## src/pmsm_params.svh

```systemverilog
/*
 * Constants of the transceiver management serial master: register
 * offsets, field positions, reset values and serial timing counts.
 * Assumes it is included by its bare name; holds definitions only.
 */
`ifndef PMSM_PARAMS_SVH
`define PMSM_PARAMS_SVH

// ********************************************************************
// register map
// ********************************************************************
`define PMSM_CMD_OFFSET 8'h10
`define PMSM_LAUNCH_LANE 3
`define PMSM_CMD_RESET 30'h0000_0000
`define PMSM_RSVD_TOP 2'h0
`define PMSM_UNMAPPED_DATA 32'h0000_0000

// ********************************************************************
// field positions in the command word
// ********************************************************************
`define PMSM_IRQ_EN_BIT 29
`define PMSM_READY_BIT 28
`define PMSM_OP_MSB 27
`define PMSM_OP_LSB 26

// ********************************************************************
// serial frame layout, counted in bit periods from frame start
// ********************************************************************
`define PMSM_PREAMBLE 32'hffff_ffff
`define PMSM_START_CODE 2'h1
`define PMSM_TURNAROUND 2'h2
`define PMSM_RD_RELEASE_BIT 6'h2e
`define PMSM_RD_DATA_BIT 6'h30
`define PMSM_LAST_BIT 6'h3f

// ********************************************************************
// timing
// ********************************************************************
`define PMSM_CLK_PERIOD_NS 5
`define PMSM_MDC_MIN_PERIOD_NS 400

`endif

```

## src/pmsm_pkg.sv

```systemverilog
/*
 * Types shared by the transceiver management serial master.
 * Assumes nothing beyond a SystemVerilog compiler.
 */
package pmsm_pkg;

	// ****************************************************************
	// operation codes, command layout and engine states
	// ****************************************************************
	typedef logic [1:0] pmsm_op_t;

	localparam pmsm_op_t PMSM_OP_WRITE = 2'h1;
	localparam pmsm_op_t PMSM_OP_READ = 2'h2;

	typedef struct packed {
		logic done_irq_enable;
		logic ready;
		pmsm_op_t op;
		logic [4:0] xcvr_address;
		logic [4:0] xcvr_reg_index;
		logic [15:0] data;
	} pmsm_cmd_s;

	typedef enum logic [1:0] {
		PMSM_IDLE,
		PMSM_FRAME,
		PMSM_FINISH,
		PMSM_SETREADY
	} pmsm_state_e;

endpackage

```

## src/pmsm_mdc_gen.sv

```systemverilog
/*
 * Management clock divider: toggles its output every HALF_CYCLES
 * system clocks while run is high and marks each edge with a pulse.
 * Assumes run is synchronous to i_clk.
 */
`timescale 1ns/10ps

module pmsm_mdc_gen #(
	parameter int HALF_CYCLES = 40
) (
	input wire logic i_clk,
	input wire logic i_reset_n,
	input wire logic i_clk_en,
	input wire logic i_run,
	output logic o_mdc,
	output logic o_rise,
	output logic o_fall
);

	localparam int CW = $clog2(HALF_CYCLES + 1);

	logic [CW-1:0] cnt;
	logic [CW-1:0] next_cnt;
	logic next_mdc;
	logic next_rise;
	logic next_fall;

	generate
		if (HALF_CYCLES < 1) begin : g_bad
			$error("HALF_CYCLES must be at least one");
		end
	endgenerate

	always_comb begin
		next_cnt = cnt;
		next_mdc = o_mdc;
		next_rise = 1'b0;
		next_fall = 1'b0;
		if (!i_run) begin
			// a stopped clock always parks low so a frame starts on a low half
			next_cnt = '0;
			next_mdc = 1'b0;
		end else if (cnt == CW'(HALF_CYCLES - 1)) begin
			next_cnt = '0;
			next_mdc = !o_mdc;
			next_rise = !o_mdc;
			next_fall = o_mdc;
		end else begin
			next_cnt = cnt + 1'b1;
		end
	end

	always_ff @(posedge i_clk) begin
		if (!i_reset_n) begin
			cnt <= '0;
			o_mdc <= 1'b0;
			o_rise <= 1'b0;
			o_fall <= 1'b0;
		end else if (i_clk_en) begin
			cnt <= next_cnt;
			o_mdc <= next_mdc;
			o_rise <= next_rise;
			o_fall <= next_fall;
		end
	end

endmodule // pmsm_mdc_gen

```

## src/pmsm_master.sv

```systemverilog
/*
 * Transceiver management serial master: one command register, the
 * serial frame engine and read data capture.
 * Assumes a simple register port on I_CLK and a pin pad outside that
 * resolves the data line from O_MDIO_OUT and O_MDIO_OE.
 */
`timescale 1ns/10ps

`include "pmsm_params.svh"

module pmsm_master
	import pmsm_pkg::*;
#(
	parameter int CLK_PERIOD_NS = `PMSM_CLK_PERIOD_NS
) (
	input wire logic I_CLK,
	input wire logic I_RESET_N,
	input wire logic I_CLK_EN,
	input wire logic I_CSR_WR,
	input wire logic I_CSR_RD,
	input wire logic [7:0] I_CSR_ADDR,
	input wire logic [3:0] I_CSR_BE,
	input wire logic [31:0] I_CSR_WDATA,
	output logic [31:0] O_CSR_RDATA,
	output logic O_CSR_RVALID,
	output logic O_MDC,
	output logic O_MDIO_OUT,
	output logic O_MDIO_OE,
	input wire logic I_MDIO_IN,
	output logic O_DONE_IRQ
);

	// ****************************************************************
	// timing
	// ****************************************************************
	// least period, so round the half period up
	localparam int HALF_CYCLES = (`PMSM_MDC_MIN_PERIOD_NS
		+ 2 * CLK_PERIOD_NS - 1) / (2 * CLK_PERIOD_NS);

	generate
		if (CLK_PERIOD_NS < 1) begin : g_bad_clk
			$error("CLK_PERIOD_NS must be at least one");
		end
	endgenerate

	// ****************************************************************
	// helpers
	// ****************************************************************
	function automatic logic hits_cmd(input logic [7:0] addr);
		hits_cmd = (addr[7:2] == 6'(`PMSM_CMD_OFFSET >> 2));
	endfunction

	function automatic logic [31:0] merge_lanes(input logic [31:0] old,
		input logic [31:0] wdata, input logic [3:0] be);
		logic [31:0] m;
		m = old;
		for (int i = 0; i < 4; i++) begin
			if (be[i]) begin
				m[i*8 +: 8] = wdata[i*8 +: 8];
			end
		end
		merge_lanes = m;
	endfunction

	// ****************************************************************
	// state
	// ****************************************************************
	pmsm_state_e state;
	pmsm_state_e next_state;
	pmsm_cmd_s cmd;
	pmsm_cmd_s next_cmd;
	logic [31:0] stage;
	logic [31:0] next_stage;
	logic [63:0] shreg;
	logic [63:0] next_shreg;
	logic [5:0] bitcnt;
	logic [5:0] next_bitcnt;
	logic [15:0] rx;
	logic [15:0] next_rx;
	logic next_mdio_out;
	logic next_mdio_oe;
	logic next_irq;
	logic [31:0] next_rdata;
	logic next_rvalid;
	logic mdio_s1;
	logic mdio_s2;
	logic run;
	logic mdc_rise;
	logic mdc_fall;
	logic wr_hit;
	logic launch;
	logic [31:0] wr_word;

	pmsm_mdc_gen #(
		.HALF_CYCLES(HALF_CYCLES)
	) u_mdc (
		.i_clk(I_CLK),
		.i_reset_n(I_RESET_N),
		.i_clk_en(I_CLK_EN),
		.i_run(run),
		.o_mdc(O_MDC),
		.o_rise(mdc_rise),
		.o_fall(mdc_fall)
	);

	assign run = (state == PMSM_FRAME);

	// ****************************************************************
	// pin synchroniser
	// ****************************************************************
	always_ff @(posedge I_CLK) begin
		if (!I_RESET_N) begin
			mdio_s1 <= 1'b0;
			mdio_s2 <= 1'b0;
		end else if (I_CLK_EN) begin
			mdio_s1 <= I_MDIO_IN;
			mdio_s2 <= mdio_s1;
		end
	end

	// ****************************************************************
	// register access and frame engine
	// ****************************************************************
	// writes are ignored while a frame runs; software must wait for ready
	assign wr_hit = I_CSR_WR && hits_cmd(I_CSR_ADDR) && (state == PMSM_IDLE);
	assign launch = wr_hit && I_CSR_BE[`PMSM_LAUNCH_LANE];
	assign wr_word = merge_lanes(stage, I_CSR_WDATA, I_CSR_BE);

	always_comb begin
		next_state = state;
		next_cmd = cmd;
		next_stage = stage;
		next_shreg = shreg;
		next_bitcnt = bitcnt;
		next_rx = rx;
		next_mdio_out = O_MDIO_OUT;
		next_mdio_oe = O_MDIO_OE;
		next_irq = 1'b0;
		next_rvalid = I_CSR_RD;
		next_rdata = `PMSM_UNMAPPED_DATA;
		if (I_CSR_RD && hits_cmd(I_CSR_ADDR)) begin
			next_rdata = {`PMSM_RSVD_TOP, cmd};
		end
		if (wr_hit) begin
			// lower lanes only stage; nothing reaches the command yet
			next_stage = wr_word;
		end
		unique case (state)
			PMSM_IDLE: begin
				next_mdio_oe = 1'b0;
				if (launch) begin
					next_cmd = pmsm_cmd_s'(wr_word[29:0]);
					next_bitcnt = '0;
					next_rx = '0;
					next_shreg = {`PMSM_PREAMBLE, `PMSM_START_CODE,
						wr_word[`PMSM_OP_MSB:`PMSM_OP_LSB],
						wr_word[25:21], wr_word[20:16],
						`PMSM_TURNAROUND, wr_word[15:0]};
					if (wr_word[`PMSM_OP_MSB:`PMSM_OP_LSB] == PMSM_OP_WRITE ||
						wr_word[`PMSM_OP_MSB:`PMSM_OP_LSB] == PMSM_OP_READ) begin
						next_state = PMSM_FRAME;
						next_mdio_out = 1'(`PMSM_PREAMBLE >> 31);
						next_mdio_oe = 1'b1;
					end else begin
						// reserved codes send nothing but still complete
						next_state = PMSM_FINISH;
					end
				end
			end
			PMSM_FRAME: begin
				if (mdc_rise && cmd.op == PMSM_OP_READ &&
					bitcnt >= `PMSM_RD_DATA_BIT) begin
					next_rx = {rx[14:0], mdio_s2};
				end
				if (mdc_fall) begin
					if (bitcnt == `PMSM_LAST_BIT) begin
						next_state = PMSM_FINISH;
						next_mdio_oe = 1'b0;
					end else begin
						next_bitcnt = bitcnt + 6'h01;
						next_shreg = {shreg[62:0], 1'b0};
						next_mdio_out = shreg[62];
						next_mdio_oe = (cmd.op == PMSM_OP_WRITE) ||
							(next_bitcnt < `PMSM_RD_RELEASE_BIT);
					end
				end
			end
			PMSM_FINISH: begin
				next_irq = cmd.done_irq_enable;
				if (cmd.op == PMSM_OP_READ) begin
					next_cmd.data = rx;
				end
				next_state = PMSM_SETREADY;
			end
			PMSM_SETREADY: begin
				next_cmd.ready = 1'b1;
				next_state = PMSM_IDLE;
			end
		endcase
	end

	always_ff @(posedge I_CLK) begin
		if (!I_RESET_N) begin
			state <= PMSM_IDLE;
			cmd <= `PMSM_CMD_RESET;
			stage <= 32'h0000_0000;
			shreg <= 64'h0000_0000_0000_0000;
			bitcnt <= 6'h00;
			rx <= 16'h0000;
			O_MDIO_OUT <= 1'b0;
			O_MDIO_OE <= 1'b0;
			O_DONE_IRQ <= 1'b0;
			O_CSR_RDATA <= 32'h0000_0000;
			O_CSR_RVALID <= 1'b0;
		end else if (I_CLK_EN) begin
			state <= next_state;
			cmd <= next_cmd;
			stage <= next_stage;
			shreg <= next_shreg;
			bitcnt <= next_bitcnt;
			rx <= next_rx;
			O_MDIO_OUT <= next_mdio_out;
			O_MDIO_OE <= next_mdio_oe;
			O_DONE_IRQ <= next_irq;
			O_CSR_RDATA <= next_rdata;
			O_CSR_RVALID <= next_rvalid;
		end
	end

endmodule // pmsm_master

```

## config.mk

```make
export PLATFORM = sky130hd
export DESIGN_NAME = pmsm_master
export DESIGN_NICKNAME = d
export VERILOG_FILES = /design/src/pmsm_pkg.sv /design/src/pmsm_mdc_gen.sv /design/src/pmsm_master.sv
export VERILOG_INCLUDE_DIRS = /design/src
export SDC_FILE = /design/constraint.sdc
export NUM_CORES = 1
export LEC_CHECK = 0
export BUFFER_PORTS_ARGS = -buffer_cell sky130_fd_sc_hd__buf_2
export CAP_MARGIN = 20
export CORE_ASPECT_RATIO = 0.75
export CORE_MARGIN = 2
export CORE_UTILIZATION = 45
export CTS_CLUSTER_DIAMETER = 200
export DETAILED_ROUTE_END_ITERATION = 6
export PLACE_DENSITY_LB_ADDON = 0.2
export REMOVE_ABC_BUFFERS = 1
export SETUP_SLACK_MARGIN = 0.2
export SLEW_MARGIN = 40
export SYNTH_ARGS = -nofsm -noshare
export SYNTH_HDL_FRONTEND = slang
export SYNTH_SLANG_ARGS = --single-unit
```

## constraint.sdc

```tcl
create_clock -name I_CLK -period 2.3 [get_ports I_CLK]
set_input_delay 0 -clock I_CLK [delete_from_list [all_inputs] [get_ports I_CLK]]
set_output_delay 0 -clock I_CLK [all_outputs]
set_load 0.005 [all_outputs]
```

==> flow_metrics.tcl <==
set metrics [dict create \
    coreArea_mm2 0.01771 \
    maxSlewHeadroom_pct 55.90 \
    tns_ps 0 \
    yosysMostFrequentCell "dfxtp_1" \
    peakVddDrop_v 0.0005062 \
    async_flop_share_pct 0 \
    cp.arrival_ps 2350 \
    nets 1047 \
    layout_setup_ws_ps 306.9 \
    syn_area_mm2 0.008178 \
    die_h_um 120.7 \
    synth_compound_area_share_pct 26.25 \
    drt_first_pass_iters 5 \
    cts-buffers-inserted 17 \
    die_w_um 159.7 \
    cts_root_buffer "clkbuf_16" \
    fmax_mhz 501.7 \
    synth_fa_ha_area_share_pct 1.071 \
    nFillCells 1673 \
    overflow 0 \
    p_sw_share_pct 28.45 \
    portBuffers 80 \
    synth_top_family_by_area "compound AO/OA/AOI/OAI gates" \
    area_growth_pct 17.00 \
    route.detailed.drc 0 \
    clock_latency_ps 440 \
    ant_nets 0 \
    globalplace.congestion 0.7666 \
    rsz0062_at_grt "true" \
    crit_type "reg -> reg" \
    ios 87 \
    cts_tree "built" \
    synth.area.mux_share_pct 5.768 \
    clkPwrFrac_pct 39.3 \
    cts_max_level 4 \
    ys_seq_elements 190 \
    busiest_layer "met1" \
    synth_ff_type "dfxtp_1" \
    cp-start-kind "flip-flop" \
    clkSlewWorstSetupHoldPaths_ps 70 \
    synth-seq-area-share_pct 46.51 \
    critPathRequiredTime_ps 2660 \
    final_cells 1245 \
    synth.avg_cell_area_um2 8.663 \
    min_period_ps 1993 \
    layout-drive-gt1-share_pct 16.35 \
    track_usage_pct 21.07 \
    vias 7078 \
    wl_per_cell_um 16.12 \
    grtUsageMet2_pct 30.63 \
    p_total_mw 7.168 \
    status "completed" \
    setup_viol 0 \
    crit_fanout 63 \
    yosys_warnings 0 \
    p_seq_share_pct 47.9 \
    p_comb_share_pct 12.8 \
    dp_cells 1199 \
    drt-vias-per-instance 5.685 \
    antenna_found_initial 0 \
    placementRows 42 \
    ys_types 55 \
    hold_viol 0 \
    fp.dieArea_mm2 0.01928 \
    synthSimpleGateAreaFrac_pct 12.53 \
    p_per_area_mw_per_mm2 749.2 \
    postSynthCellCount 944 \
    synth-xor-area-share_pct 0.5355 \
    maxCapViolCount 0 \
    max_slew.worst_pin.slew_ps 661.5 \
    endpoint_kind "flip-flop" \
    grt_pass1_vias 6368 \
    wl_um 20070 \
    hold_path_class "in -> reg" \
    grt_pass1_wl_um 33440 \
    start_util_pct 46.18 \
    grt_max_degree 64 \
    clock-sinks 190 \
    place_ws_ps 229.9 \
    synth_commonest_cells "dfxtp_1, a21oi_1, nor2_1" \
    grtUsageMet1_pct 31.99 \
    switchingPower_mw 2.039 \
    drtIter0Drc 514 \
    n_antenna_cell 0 \
    dp_hpwl_um 12620 \
    netlist.area_leader.share_pct 46.51 \
    final_util_pct 54.03 \
    clock_path_buffers 2 \
    p_int_mw 5.129 \
    synth_area_leaders "dfxtp_1, a21oi_1, mux2i_1" \
    yosysTopAreaCell "dfxtp_1" \
    period_share_pct 86.66 \
    use_met3_pct 3.602 \
    p_leak_nw 3.499 \
    synth_enable_flop_cells 0 \
    fin_skew_ps 11.00 \
    slew_violations 0 \
]
-- through the flow --
stage          hold slack (ps)  area [µm²]
3_3_place_gp             253.0        8840
2_1_floorplan            129.0        7755
5_1_grt                  28.05        9568
6_report                 19.28        9568
4_1_cts                  9.401        9523
3_5_place_dp             263.4        8840
-- metal layers --
layer | share of wire (%) | routed length [µm]
met1 | 52 | 10340
met4 | 0.71 | 142
met5 | 0 | 0
met3 | 5.1 | 1033
met2 | 43 | 8545
-- flip-flops by register name, indices dropped and copies added, names as in the netlist, 2 cells and up --
name / count
O_CSR_RDATA: 30
stage: 28
rx: 16
u_mdc.cnt: 6
bitcnt: 6
cmd: 30
state: 2
shreg: 63
-- cell families (layout without fill, tap and decap cells) --
| group | Yosys count | after routing |
|---|---|---|
| AO/OA/AOI/OAI | 325 | 325 |
| flip-flops | 190 | 190 |
| multiplexers | 47 | 47 |
| adder cells (fa/ha/maj) | 7 | 7 |
| XOR/XNOR | 5 | 5 |
| AND/OR/NAND/NOR | 224 | 224 |
| other | 1 | 2 |
| buffers and inverters | 145 | 203 |
-- cell type report --
cell class	count	area [µm²]	share of cell area (%)
clock buffer	18	429.2	4.485
clock inverter	14	128.9	1.347
inverter	45	171.4	1.792
multi-input combinational	610	3837	40.11
sequential	190	3806	39.78
tap	242	302.8	3.165
timing repair buffer	126	892.1	9.324
-- cells in the final DEF (no fill, tap or decap), types with 3 or more instances in the layout --
cell type and instances:
inv_1 43, clkbuf_16 17, a211oi_1 48, inv_6 4
o41ai_1 3, a22oi_1 32, xnor2_1 3, nand2b_1 3
ha_2 3, nand2_1 72, nand4_1 8, o31ai_1 3
buf_12 9, o2111ai_1 28, nand3_1 28, clkinvlp_4 5
buf_2 80, dlygate4sd3_1 12, buf_4 24, o21ai_0 42
and3_1 3, a311oi_2 3, a21oi_1 116, nor3_1 3
mux2i_1 46, dfxtp_1 188, nor2_1 74, ha_1 4
a311oi_1 31, nor4_1 15
-- critical path, cell delays in order (launching register included) --
cell and delay, ps:
dfxtp_1 380, inv_1 100, ha_2 220, buf_12 210, a211o_1 330, or4_1 520, a21oi_1 150
-- power groups by stage --
stage,clock [mW],sequential [mW],combinational (mW)
2_1_floorplan,0,3.50,0.516
3_3_place_gp,0,3.51,0.881
3_5_place_dp,0,3.51,0.886
4_1_cts,2.88,3.43,0.905
5_1_grt,3.01,3.44,1.01
6_report,2.82,3.43,0.917
-- path summary, 6_finish.rpt --
kind	slack, ps	end	startpoint	cells past startpoint
setup reg to reg	310	state[1]	state[1]	6
setup / recovery	310	state[1]	state[1]	6
hold reg to reg	450	cmd[28]	cmd[28]	2
hold / removal	20	stage[23]	I_CSR_WDATA[23]	3
-- repair_timing --
action / 4_1_cts / 5_1_grt
hold buffers: 12 / 0
buffers inserted: 0 / 2
resized for setup: 1 / 8
endpoints found under the hold margin: 16 / 0
setup endpoints to repair: 1 / 71
pin swaps: 0 / 2
Power figures use the tool's default switching activity.
